$ cat config.mk
export PLATFORM = sky130hd
export DESIGN_NAME = aftl_top
export DESIGN_NICKNAME = d
export VERILOG_FILES = /design/src/rtl/aftl_pkg.sv /design/src/rtl/aftl_top.sv
export SDC_FILE = /design/constraint.sdc
export NUM_CORES = 1
export LEC_CHECK = 0
export ABC_CLOCK_PERIOD_IN_PS = 22300
export BUFFER_PORTS_ARGS = -buffer_cell sky130_fd_sc_hd__buf_2
export CAP_MARGIN = 20
export CORE_ASPECT_RATIO = 0.7
export CORE_UTILIZATION = 40
export DETAILED_ROUTE_END_ITERATION = 8
export PLACE_DENSITY = 0.62
export SLEW_MARGIN = 20
export SYNTH_ARGS = -nofsm -noshare
export SYNTH_HDL_FRONTEND = slang
export SYNTH_SLANG_ARGS = --single-unit
$ cat constraint.sdc
create_clock -name mclk -period 22.3 [get_ports mclk]
set_input_delay 3.345 -clock mclk [delete_from_list [all_inputs] [get_ports mclk]]
set_output_delay 3.345 -clock mclk [all_outputs]
set_load 0.01 [all_outputs]
$ cat src/rtl/aftl_pkg.sv
package aftl_pkg;
    // bus geometry
    localparam int unsigned AW             = 10;
    localparam int unsigned DW             = 32;
    localparam int unsigned NCH            = 3;
    // register indices, byte address is four times the index
    localparam logic [7:0]  IDX_OP0        = 8'h33;
    localparam logic [7:0]  IDX_CTRL1      = 8'h36;
    localparam logic [7:0]  IDX_CTRL2      = 8'h37;
    localparam logic [7:0]  IDX_LO0        = 8'h4e;
    localparam logic [7:0]  IDX_HI0        = 8'h4f;
    localparam logic [7:0]  IDX_FS0        = 8'h70;
    localparam logic [7:0]  IDX_CFG        = 8'h73;
    localparam logic [7:0]  IDX_HY0        = 8'h74;
    localparam logic [7:0]  IDX_STAT       = 8'h77;
    // reset values
    localparam logic [7:0]  RST_OP         = 8'ha4;
    localparam logic [7:0]  RST_LO         = 8'h01;
    localparam logic [7:0]  RST_HI         = 8'h7f;
    localparam logic [7:0]  RST_FS         = 8'h5a;
    localparam logic [7:0]  RST_HY         = 8'h04;
    localparam logic [7:0]  RST_CTRL1      = 8'h00;
    localparam logic [7:0]  RST_CTRL2      = 8'h00;
    localparam logic [7:0]  RST_CFG        = 8'h00;
    // field positions
    localparam int unsigned CTRL1_CYB_MSB  = 0;
    localparam int unsigned CTRL1_CAP_LSB  = 2;
    localparam int unsigned CTRL1_ADP_LSB  = 5;
    localparam int unsigned CTRL2_CYA_LSB  = 0;
    localparam int unsigned CTRL2_CYL_LSB  = 3;
    localparam int unsigned CTRL2_CYB_LSB  = 6;
    localparam int unsigned CFG_OFS64_BIT  = 0;
    localparam int unsigned CFG_SMOOTH_BIT = 1;
    localparam int unsigned HY_W           = 5;
    localparam int unsigned STAT_HOT_BIT   = 3;
    // loop constants
    localparam logic [11:0] SHORT_BASE     = 12'h008;
    localparam logic signed [9:0]  OFS64   = 10'sd64;
    localparam logic signed [11:0] FLOOR_TWOS = -12'sd127;
    localparam logic signed [11:0] FLOOR_OFS  = -12'sd64;
    localparam logic signed [11:0] SLOW_RISE_Q = 12'sd1;
endpackage : aftl_pkg

$ cat src/rtl/aftl_top.sv
`timescale 1ns/1ns
module aftl_top
    import aftl_pkg::*;
(
    input  wire logic                 mclk,
    input  wire logic                 resetn,
    input  wire logic                 psel,
    input  wire logic                 penable,
    input  wire logic                 pwrite,
    input  wire logic [aftl_pkg::AW-1:0] paddr,
    input  wire logic [aftl_pkg::DW-1:0] pwdata,
    output logic      [aftl_pkg::DW-1:0] prdata,
    output logic                      pready,
    output logic                      pslverr,
    input  wire logic [9:0]           temp_remote_a,
    input  wire logic [9:0]           temp_local,
    input  wire logic [9:0]           temp_remote_b,
    input  wire logic                 monitor_done,
    input  wire logic                 overheat_flag_in_n,
    output logic      [7:0]           fan_start_remote_a,
    output logic      [7:0]           fan_start_local,
    output logic      [7:0]           fan_start_remote_b,
    output logic      [2:0]           fan_off
);
    import aftl_pkg::*;

    function automatic logic signed [9:0] deg(input logic [7:0] r,
                                              input logic       ofs);
        deg = ofs ? ($signed({2'b00, r}) - OFS64) : {{2{r[7]}}, r};
    endfunction : deg

    logic [7:0]             ctrl1;
    logic [7:0]             ctrl2;
    logic [7:0]             cfg;
    logic [7:0]             op     [NCH];
    logic [7:0]             lo     [NCH];
    logic [7:0]             hi     [NCH];
    logic [7:0]             fs     [NCH];
    logic [HY_W-1:0]        hy     [NCH];
    logic [7:0]             fs_out [NCH];
    logic [11:0]            cnt    [NCH];
    logic [9:0]             prev_t [NCH];
    logic                   hot_s1;
    logic                   hot_s2;
    logic                   hot_s3;

    wire  [9:0]             temp   [NCH];
    wire  [2:0]             cyc_sel[NCH];
    wire  [7:0]             rd_ch  [NCH];
    wire  [NCH-1:0]         hit_ch;
    wire  [NCH-1:0]         wr_op;
    wire  [NCH-1:0]         wr_lo;
    wire  [NCH-1:0]         wr_hi;
    wire  [NCH-1:0]         wr_fs;
    wire  [NCH-1:0]         wr_hy;

    assign temp[0] = temp_remote_a;
    assign temp[1] = temp_local;
    assign temp[2] = temp_remote_b;
    assign fan_start_remote_a = fs_out[0];
    assign fan_start_local    = fs_out[1];
    assign fan_start_remote_b = fs_out[2];

    // cycle selects per channel
    assign cyc_sel[0] = ctrl2[CTRL2_CYA_LSB +: 3];
    assign cyc_sel[1] = ctrl2[CTRL2_CYL_LSB +: 3];
    assign cyc_sel[2] = {ctrl1[CTRL1_CYB_MSB],
                         ctrl2[CTRL2_CYB_LSB +: 2]};

    // apb decode
    wire       acc     = psel & penable & ~pready;
    wire       commit  = psel & penable & pready;
    wire [7:0] idx     = paddr[AW-1:2];
    wire       aligned = (paddr[1:0] == 2'b00);
    wire       wr_en   = commit & pwrite & aligned;
    wire       ofs     = cfg[CFG_OFS64_BIT];
    wire       smooth  = cfg[CFG_SMOOTH_BIT];
    wire       hit_c1  = (idx == IDX_CTRL1);
    wire       hit_c2  = (idx == IDX_CTRL2);
    wire       hit_cfg = (idx == IDX_CFG);
    wire       hit_st  = (idx == IDX_STAT);
    wire       hit_any = aligned & (hit_c1 | hit_c2 | hit_cfg | hit_st
                                    | (|hit_ch));
    wire [7:0] stat    = {4'h0, ~hot_s2, fan_off}
                         | 8'h00;
    wire [7:0] rd_glb  = hit_c1  ? ctrl1 :
                         hit_c2  ? ctrl2 :
                         hit_cfg ? cfg   :
                         hit_st  ? stat  : 8'h00;
    wire [7:0] rd_all  = rd_glb | rd_ch[0] | rd_ch[1] | rd_ch[2];

    // overheat: assertion edge after two-stage synchroniser
    wire       hot_fall = hot_s3 & ~hot_s2;

    always_ff @(posedge mclk) begin
        if (!resetn) begin
            hot_s1 <= 1'b1;
            hot_s2 <= 1'b1;
            hot_s3 <= 1'b1;
        end else begin
            hot_s1 <= overheat_flag_in_n;
            hot_s2 <= hot_s1;
            hot_s3 <= hot_s2;
        end
    end

    // apb slave, one wait state
    always_ff @(posedge mclk) begin
        if (!resetn) begin
            pready  <= 1'b0;
            pslverr <= 1'b0;
            prdata  <= 32'h0000_0000;
        end else begin
            pready  <= acc;
            pslverr <= acc & ~hit_any;
            prdata  <= (acc & hit_any & ~pwrite) ? {24'h00_0000, rd_all}
                                                 : 32'h0000_0000;
        end
    end

    always_ff @(posedge mclk) begin
        if (!resetn) begin
            ctrl1 <= RST_CTRL1;
            ctrl2 <= RST_CTRL2;
            cfg   <= RST_CFG;
        end else begin
            if (wr_en && hit_c1)
                ctrl1 <= pwdata[7:0];
            if (wr_en && hit_c2)
                ctrl2 <= pwdata[7:0];
            if (wr_en && hit_cfg)
                cfg   <= {6'h00, pwdata[1:0]};
        end
    end

    genvar ch;
    generate
        for (ch = 0; ch < NCH; ch++) begin : g_ch
            // per-channel register decode
            wire [7:0] i_op = IDX_OP0 + 8'(ch);
            wire [7:0] i_lo = IDX_LO0 + 8'(2 * ch);
            wire [7:0] i_hi = IDX_HI0 + 8'(2 * ch);
            wire [7:0] i_fs = IDX_FS0 + 8'(ch);
            wire [7:0] i_hy = IDX_HY0 + 8'(ch);
            wire h_op = (idx == i_op);
            wire h_lo = (idx == i_lo);
            wire h_hi = (idx == i_hi);
            wire h_fs = (idx == i_fs);
            wire h_hy = (idx == i_hy);
            assign hit_ch[ch] = h_op | h_lo | h_hi | h_fs | h_hy;
            assign wr_op[ch]  = wr_en & h_op;
            assign wr_lo[ch]  = wr_en & h_lo;
            assign wr_hi[ch]  = wr_en & h_hi;
            assign wr_fs[ch]  = wr_en & h_fs;
            assign wr_hy[ch]  = wr_en & h_hy;
            assign rd_ch[ch]  = h_op ? op[ch] :
                                h_lo ? lo[ch] :
                                h_hi ? hi[ch] :
                                h_fs ? fs[ch] :
                                h_hy ? {3'b000, hy[ch]} : 8'h00;

            // cycle timing
            wire [11:0] n_short = SHORT_BASE << cyc_sel[ch];
            wire [11:0] n_long  = {n_short[10:0], 1'b0};
            wire [11:0] cnt_nx  = cnt[ch] + 12'h001;
            wire        wrap    = (cnt_nx == n_long);
            wire        short_h = monitor_done
                                  & ((cnt_nx == n_short) | wrap);
            wire        long_h  = monitor_done & wrap;

            // values in degrees, then in quarter degrees, signed
            wire signed [9:0]  op_d = deg(op[ch], ofs);
            wire signed [9:0]  lo_d = deg(lo[ch], ofs);
            wire signed [9:0]  hi_d = deg(hi[ch], ofs);
            wire signed [9:0]  fs_d = deg(fs[ch], ofs);
            wire signed [11:0] t_q  = {deg(temp[ch][9:2], ofs),
                                       temp[ch][1:0]};
            wire signed [11:0] p_q  = {deg(prev_t[ch][9:2], ofs),
                                       prev_t[ch][1:0]};
            wire signed [11:0] op_q = {op_d, 2'b00};
            wire signed [11:0] lo_q = {lo_d, 2'b00};
            wire signed [11:0] fs_q = {fs_d, 2'b00};
            wire signed [11:0] oh_q = op_q
                                      - $signed({5'b0_0000, hy[ch], 2'b00});
            wire signed [11:0] rise = t_q - p_q;

            wire below_fs = (t_q < fs_q);
            wire adapt    = ctrl1[CTRL1_ADP_LSB + ch] & ~below_fs;
            wire sh_dec   = short_h & (t_q > oh_q)
                            & (rise > SLOW_RISE_Q);
            wire lg_dec   = long_h & (t_q > op_q);
            wire lg_inc   = long_h & (t_q < lo_q) & (t_q > fs_q)
                            & (fs_d < hi_d) & (fs_d < op_d);
            wire signed [11:0] d_sh = sh_dec ? (rise >>> 1) : 12'sd0;
            wire signed [11:0] d_lg = lg_dec ? 12'sd1 : 12'sd0;
            wire signed [11:0] d_in = lg_inc ? 12'sd1 : 12'sd0;
            wire signed [11:0] sum  = {{2{fs_d[9]}}, fs_d}
                                      - d_sh - d_lg + d_in;
            wire signed [11:0] flr  = ofs ? FLOOR_OFS : FLOOR_TWOS;
            wire signed [11:0] clmp = (sum < flr) ? flr : sum;
            wire [11:0] raw_ofs     = clmp + 12'sd64;
            wire [7:0]  fs_new      = ofs ? raw_ofs[7:0] : clmp[7:0];
            wire        upd         = adapt & monitor_done;

            // applied value and its slew
            wire signed [9:0] out_d = deg(fs_out[ch], ofs);
            wire [7:0] slew = (out_d < fs_d) ? fs_out[ch] + 8'h01 :
                              (out_d > fs_d) ? fs_out[ch] - 8'h01 :
                              fs_out[ch];

            always_ff @(posedge mclk) begin
                if (!resetn) begin
                    cnt[ch]    <= 12'h000;
                    prev_t[ch] <= 10'h000;
                end else if (monitor_done) begin
                    cnt[ch]    <= wrap ? 12'h000 : cnt_nx;
                    prev_t[ch] <= temp[ch];
                end
            end

            always_ff @(posedge mclk) begin
                if (!resetn)
                    op[ch] <= RST_OP;
                else if (hot_fall && ctrl1[CTRL1_CAP_LSB + ch])
                    op[ch] <= temp[ch][9:2];
                else if (wr_op[ch])
                    op[ch] <= pwdata[7:0];
            end

            always_ff @(posedge mclk) begin
                if (!resetn) begin
                    lo[ch] <= RST_LO;
                    hi[ch] <= RST_HI;
                    hy[ch] <= RST_HY[HY_W-1:0];
                end else begin
                    if (wr_lo[ch])
                        lo[ch] <= pwdata[7:0];
                    if (wr_hi[ch])
                        hi[ch] <= pwdata[7:0];
                    if (wr_hy[ch])
                        hy[ch] <= pwdata[HY_W-1:0];
                end
            end

            always_ff @(posedge mclk) begin
                if (!resetn)
                    fs[ch] <= RST_FS;
                else if (upd && (sh_dec || lg_dec || lg_inc))
                    fs[ch] <= fs_new;
                else if (wr_fs[ch])
                    fs[ch] <= pwdata[7:0];
            end

            always_ff @(posedge mclk) begin
                if (!resetn) begin
                    fs_out[ch]  <= RST_FS;
                    fan_off[ch] <= 1'b0;
                end else begin
                    fan_off[ch] <= below_fs;
                    if (!smooth)
                        fs_out[ch] <= fs[ch];
                    else if (monitor_done)
                        fs_out[ch] <= slew;
                end
            end
        end
    endgenerate

endmodule : aftl_top

==> key figures, run 1 <==
Floorplan
  • # rows: 75
  • Die W: 296 um
  • Starting Density: 0.404
  • Ports: 140
  • Die area: 61500 sq um
  • Height of the die: 208 um
  • Core outline area: 59900 sq um

Power and ir drop
  • Sequential share of power: 0.399
  • Net switching power: 404 uW
  • Switch share: 0.315
  • Comb pwr share: 0.210
  • Worst VDD drop: 0.0000615 V
  • Final Power: 1.28 mW
  • Clock power frac: 0.391
  • Internal power: 877 uW
  • PwrDens: 48.6 nW/um^2
  • LEAKAGE: 11.2 nW

Worst setup path
  • Startpoint Class: primary input
  • Most frequent CP cell: ha_1
  • Worst setup EP type: flip-flop
  • Slowest cell on crit path: nor4bb_1
  • CP required: 22.65 ns
  • Crit path max fanout: 7
  • Crit Path Class: in -> reg
  • Worst path buffer plus inverter count: 5
  • CP peak stage delay: 0.66 ns
  • Cell family with most CP delay: simple AND/OR/NAND/NOR gates
  • CP arrival: 10.32 ns

Routing
  • Wirelength per Cell: 21.7 um
  • Post-route DRC: 0
  • Drt via density: 5.98
  • Via count: 21800
  • Drt initial violations: 2134
  • TritonRoute pass-1 iters: 6
  • Final wirelength: 78900 um
  • Post-route ant nets: 0

CTS
  • Hold buffers post-CTS: 0
  • Root Buffer: clkbuf_16
  • Clock slew at reported path FFs: 0.07 ns
  • Total setup buffers inserted after CTS: 0
  • CTS max path bufs: 3
  • Worst-Skew Late Latency: 0.61 ns
  • H-tree depth: 1
  • TritonCTS clock tree: yes
  • CTS buffer count: 29
  • CTS resizes: 0
  • CTS Sinks: 235

Synthesis
  • Post-Synth Simple-Gate Area: 0.196
  • Distinct cells, synth: 94
  • Syn_area_per_cell: 8.73 sq um
  • XOR/XNOR share of the synthesized area: 0.0483
  • Mux cell area share after synthesis: 0.0226
  • Flip-flop and latch count after synthesis: 235
  • Sequential fraction of the synthesis area: 0.277
  • Ys async rst share: 0
  • Mapped Area: 24200 sq um
  • Post-Syn Instances: 2774
  • EDFF count, synth: 201
  • Largest family of logic cells by synthesized area: adder cells
  • Main synth FF type: edfxtp_1
  • Post-synthesis compound-gate area fraction: 0.184
  • Fraction of the mapped netlist area in adder cells: 0.201
  • Yosys warns: 0

Timing
  • RSZ-0062 raised after global routing: no
  • Final setup fails: 0
  • Final Max Slew Viols: 0
  • Period utilization: 0.447
  • Rel. slew slack: 0.208
  • Tmin final: 9.98 ns
  • Worst slew pin tran: 1.18 ns
  • Hold Slack: 0.504 ns
  • Setup TNS Final: 0 ns
  • Clk_skew: 0.0389 ns
  • Hold Fails Final Rpt: 0
  • Fmax: 0.100 GHz

Global route
  • GRT overflow: 0
  • Largest net degree at the start of global routing: 78
  • Total Routing Usage GR: 0.250
  • Initial antenna violation count: 2
  • Global-route wire length before repair: 120000 um
  • Vias in the first global route: 20800

Final layout
  • Share of layout cells above drive strength 1: 0.0784
  • Area of the multi-input gates: 15900 sq um
  • Seq. cell area: 6720 sq um
  • Fill cells: 5910
  • Area grow syn2layout: 8.86%
  • Commonest non-fill, non-tap cell in the layout: ha_1
  • Most frequent cells in the layout: 361 x ha_1, 287 x inv_1, 201 x edfxtp_1, 189 x nand2_1, 164 x nor2_1
  • Nets: 3268

Place
  • GPL Wtd Cong: 0.941
  • Final HPWL DP: 59700 um
  • I/O Buffers: 91

Status
  • Outcome: finished, final reports clean

Hold path
  • Hold Crit Class: reg -> reg

Job
  • Max-cap violation count: 0
[cells by family after synthesis]
logic type,after synthesis
AOI/OAI and AO/OA,640
xor gates and xnor gates,132
adders and majority gates,379
buffers and inverters,422
DFF,235
muxes,53
other,2
and+or+nand+nor,911
[layer usage]
metal / global-route usage / routed length, um / vias to the layer above
met5: 0 / 0 / -
met4: 0.0466 / 1390 / 0
met3: 0.0551 / 7690 / 108
met2: 0.370 / 32900 / 876
met1: 0.372 / 36900 / 10600
li1: - / - / 10300
[path summary, 6_finish.rpt]
path | start | end | depth (start not counted) | slack (ns)
worst min-delay path | hot_s2 | hot_s3 | 1 | 0.50
worst min register to register | hot_s2 | hot_s3 | 1 | 0.50
worst max register to register | cfg[0] | fs[0][0] | 26 | 13.78
worst max-delay path | temp_remote_a[8] | fs[0][0] | 29 | 12.32
[registers in the layout, summed over array words and instances, names as in the netlist, 2 cells and up]
| signal | count |
|---|---|
| fs | 24 |
| fs_out | 24 |
| cnt | 36 |
| lo | 24 |
| cfg | 2 |
| ctrl1 | 8 |
| prdata | 8 |
| op | 24 |
| ctrl2 | 8 |
| hy | 15 |
| prev_t | 30 |
| fan_off | 3 |
| hi | 24 |
[metrics by stage]
step	instances	util	worst slack, ns	cell area, sq um
after floorplan	2799	-	12.69	24300
final	3642	0.440	12.32	26400
after CTS	3641	0.440	12.45	26300
after global routing	3641	0.440	11.96	26400
after global placement	3586	0.424	12.05	25400
after detailed placement	3587	0.424	11.86	25400
[Yosys cell counts, types with 39 or more instances]
cell type    n  share of area
ha_1       361           0.19
inv_1      287          0.044
edfxtp_1   201           0.25
nand2_1    190          0.029
nor2_1     164          0.025
o21ai_0    124          0.026
a21oi_1    123          0.025
nor3_1      90          0.019
clkbuf_1    87          0.013
and3_1      84          0.022
xnor2_1     81          0.029
nand3_1     80          0.017
nor2b_1     62          0.016
xor2_1      50          0.018
a21o_1      43          0.013
mux2i_1     39          0.016
nand4_1     39          0.010
[power groups by stage]
stage               Sequential, mW  Clock (mW)  Combinational, mW
finish                       0.511       0.501              0.269
global route                 0.513       0.525              0.296
CTS                          0.510       0.508              0.265
detailed placement           0.520           0              0.262
global placement             0.519           0              0.252
floorplan                    0.510           0              0.195
[layout make-up]
| type | instances | share of cell area |
|---|---|---|
| Multi-Input combinational cell | 2142 | 0.604 |
| Sequential cell | 235 | 0.255 |
| Timing Repair Buffer | 115 | 0.0241 |
| Antenna cell | 1 | 0.0000949 |
| Tap cell | 808 | 0.0384 |
| Clock inverter | 22 | 0.00883 |
| Inverter | 287 | 0.0409 |
| Clock buffer | 32 | 0.0283 |
Power figures use the tool's default switching activity.
==> run 2, diff against run 1 <==
- ABC_CLOCK_PERIOD_IN_PS: 22300 -> 10200
- clock period: 22.3 -> 10.2 ns (I/O delays scaled with it)
==> run 2 against run 1 <==
  * Clock skew is 0.0014 ns higher
  * Critical path depth stayed put
  * Non-clock buffer count is 1 lower
  * Sequential power is 120% higher
  * Power is 120% higher
  * Critical path type unchanged
  * Largest power group unchanged
  * Sequential cell count stayed put
  * Highest routed layer unchanged
  * Die area stayed put
  * First-iteration DRC count is 3.4% higher
==> key figures, run 2 (synthesized netlist as in run 1, its figures left out) <==
Status
  • Outcome: finished, final reports clean

Routing
  • Drt via density: 6.02 (+0.59%)
  • Final wirelength: 78200 um (-0.88%)
  • Post-route DRC: 0 (unchanged)
  • TritonRoute pass-1 iters: 6 (unchanged)
  • Drt initial violations: 2207 (+3.4%)
  • Wirelength per Cell: 21.5 um (-0.83%)
  • Via count: 21900 (+0.54%)
  • Post-route ant nets: 0 (unchanged)

Worst setup path
  • Cell family with most CP delay: simple AND/OR/NAND/NOR gates
  • Worst reg-to-reg path cell count: 33 (+27%)
  • Crit Path Class: in -> reg
  • CP required: 10.54 ns (-12.11 ns)
  • Critical R2R Capture: fs[0][0]
  • Most frequent CP cell: ha_1
  • Crit path max fanout: 7 (unchanged)
  • Startpoint Class: primary input
  • Slowest cell on crit path: nor4bb_1
  • CP arrival: 8.57 ns (-1.75 ns)
  • CP peak stage delay: 0.69 ns (+0.03 ns)
  • Worst setup EP type: flip-flop
  • Worst path buffer plus inverter count: 5 (unchanged)
  • Reg-to-reg slack, setup: 2.00 ns (-11.78 ns)
  • Worst r2r src: hy[0][1]

Power and ir drop
  • Sequential share of power: 0.402 (+0.003)
  • Clock power frac: 0.387 (-0.004)
  • Net switching power: 870 uW (+120%)
  • Switch share: 0.313 (-0.00274)
  • Internal power: 1.91 mW (+120%)
  • Worst VDD drop: 0.000142 V (+130%)
  • PwrDens: 106 nW/um^2 (+120%)
  • LEAKAGE: 11.1 nW (about the same)
  • Comb pwr share: 0.211 (about the same)

Global route
  • Vias in the first global route: 20800 (+0.077%)
  • Largest net degree at the start of global routing: 73 (-6.4%)
  • GRT overflow: 0 (unchanged)
  • Total Routing Usage GR: 0.249 (-0.000822)
  • Global-route wire length before repair: 120000 um (-0.48%)
  • Initial antenna violation count: 4 (+2)

Floorplan
  • Height of the die: 208 um (unchanged)
  • Die area: 61500 sq um (unchanged)
  • Ports: 140 (unchanged)
  • # rows: 75 (unchanged)
  • Die W: 296 um (unchanged)
  • Starting Density: 0.404 (unchanged)
  • Core outline area: 59900 sq um (unchanged)

Timing
  • Hold Fails Final Rpt: 0 (unchanged)
  • Rel. slew slack: 0.256 (+0.0474)
  • Clk_skew: 0.0403 ns (+0.00139 ns)
  • Fmax: 0.121 GHz
  • Final setup fails: 0 (unchanged)
  • RSZ-0062 raised after global routing: no
  • Tmin final: 8.23 ns
  • Setup TNS Final: 0 ns (unchanged)
  • Final Max Slew Viols: 0 (unchanged)
  • Worst slew pin tran: 1.11 ns (-0.0706 ns)
  • Period utilization: 0.807

Hold path
  • Min-delay src: hot_s1
  • Hold Crit Class: reg -> reg
  • Sink of the worst hold path: hot_s2
  • Worst Hold Depth: 1 (unchanged)

CTS
  • Worst-Skew Late Latency: 0.61 ns (about the same)
  • H-tree depth: 1 (unchanged)
  • CTS Sinks: 235 (unchanged)
  • Clock slew at reported path FFs: 0.06 ns (about the same)
  • CTS resizes: 0 (unchanged)
  • Total setup buffers inserted after CTS: 0 (unchanged)
  • Root Buffer: clkbuf_16
  • TritonCTS clock tree: yes
  • CTS max path bufs: 3 (unchanged)
  • CTS buffer count: 28 (-3.4%)
  • Hold buffers post-CTS: 0 (unchanged)

Final layout
  • Max FFs per register: 36 (unchanged)
  • Final instance area: 26300 sq um (about the same)
  • Nets: 3266 (-0.061%)
  • Largest regs: cnt: 36 flops, prev_t: 30 flops
  • Share of layout cells above drive strength 1: 0.0774 (-0.000977)
  • Final core utilization: 0.440 (about the same)
  • Commonest non-fill, non-tap cell in the layout: ha_1
  • Largest Register: cnt
  • Area grow syn2layout: 8.76% (about the same)
  • Most frequent cells in the layout: 361 x ha_1, 287 x inv_1, 201 x edfxtp_1, 189 x nand2_1, 164 x nor2_1

Place
  • Area post-placement: 25400 sq um (about the same)
  • I/O Buffers: 91 (unchanged)
  • Final HPWL DP: 59600 um (-0.26%)
  • GPL Wtd Cong: 0.955 (+1.5%)

Job
  • Max-cap violation count: 0 (unchanged)
run 2: changes by cell type in the layout (fill, tap and decap cells not counted), sizes merged:
cell	change
clkinvlp	-3
bufinv	-1
inv	-2
buf	-1
clkbuf	+7
clkinv	-3
diode	+1
run 2: area by class of cell:
cell class | instances | area [sq um]
fill | 5857 | 33500
clock inverter | 13 | 153
tap | 808 | 1010
clock buffer | 39 | 807
antenna | 2 | 5.00
inverter | 287 | 1080
multi-input combinational | 2142 | 15900
sequential | 235 | 6720
timing repair buffer | 114 | 631
run 2: power groups by stage:
stage	Combinational [mW]	Clock (mW)	Sequential, mW
floorplan	0.427	0	1.11
global placement	0.550	0	1.14
detailed placement	0.573	0	1.14
CTS	0.578	1.09	1.12
global route	0.649	1.12	1.12
finish	0.586	1.08	1.12
run 2: metal layers:
layer	track usage	routed length, um	share of wire	vias to the layer above
li1	-	-	-	10200
met1	0.379	36900	0.47	10600
met2	0.355	31800	0.41	924
met3	0.0497	7710	0.099	119
met4	0.0631	1810	0.023	0
met5	0	0	0	-
run 2: worst register-to-register path, delay by kind of cell, from the launching register on:
family,cells,cell delay [ns]
multiplexers,1,0.41
XOR/XNOR,1,0.22
buffers and inverters,4,0.36
adder cells (fa/ha/maj),6,1.94
AO/OA/AOI/OAI,11,2.60
flip-flops,1,0.51
AND/OR/NAND/NOR,10,1.85
run 2: worst max path at each step:
stage	from	end	slack [ns]	cells past startpoint
CTS	temp_remote_a[8]	fs[0][0]	2.08	29
detailed placement	temp_remote_a[8]	fs[0][0]	1.52	29
floorplan	temp_remote_a[8]	fs[0][0]	2.40	27
global placement	temp_remote_a[8]	fs[0][0]	1.68	29
global route	temp_remote_a[8]	fs[0][0]	1.42	29
finish	temp_remote_a[8]	fs[0][0]	1.97	29
run 2: metrics by stage:
step / power, mW / hold slack, ns / instances / worst slack [ns]
finish: 2.78 / 0.495 / 3640 / 1.97
global route: 2.89 / 0.530 / 3640 / 1.42
global placement: 1.69 / 0.464 / 3586 / 1.68
CTS: 2.79 / 0.503 / 3638 / 2.08
floorplan: 1.54 / 0.386 / 2799 / 2.40
detailed placement: 1.71 / 0.489 / 3586 / 1.52
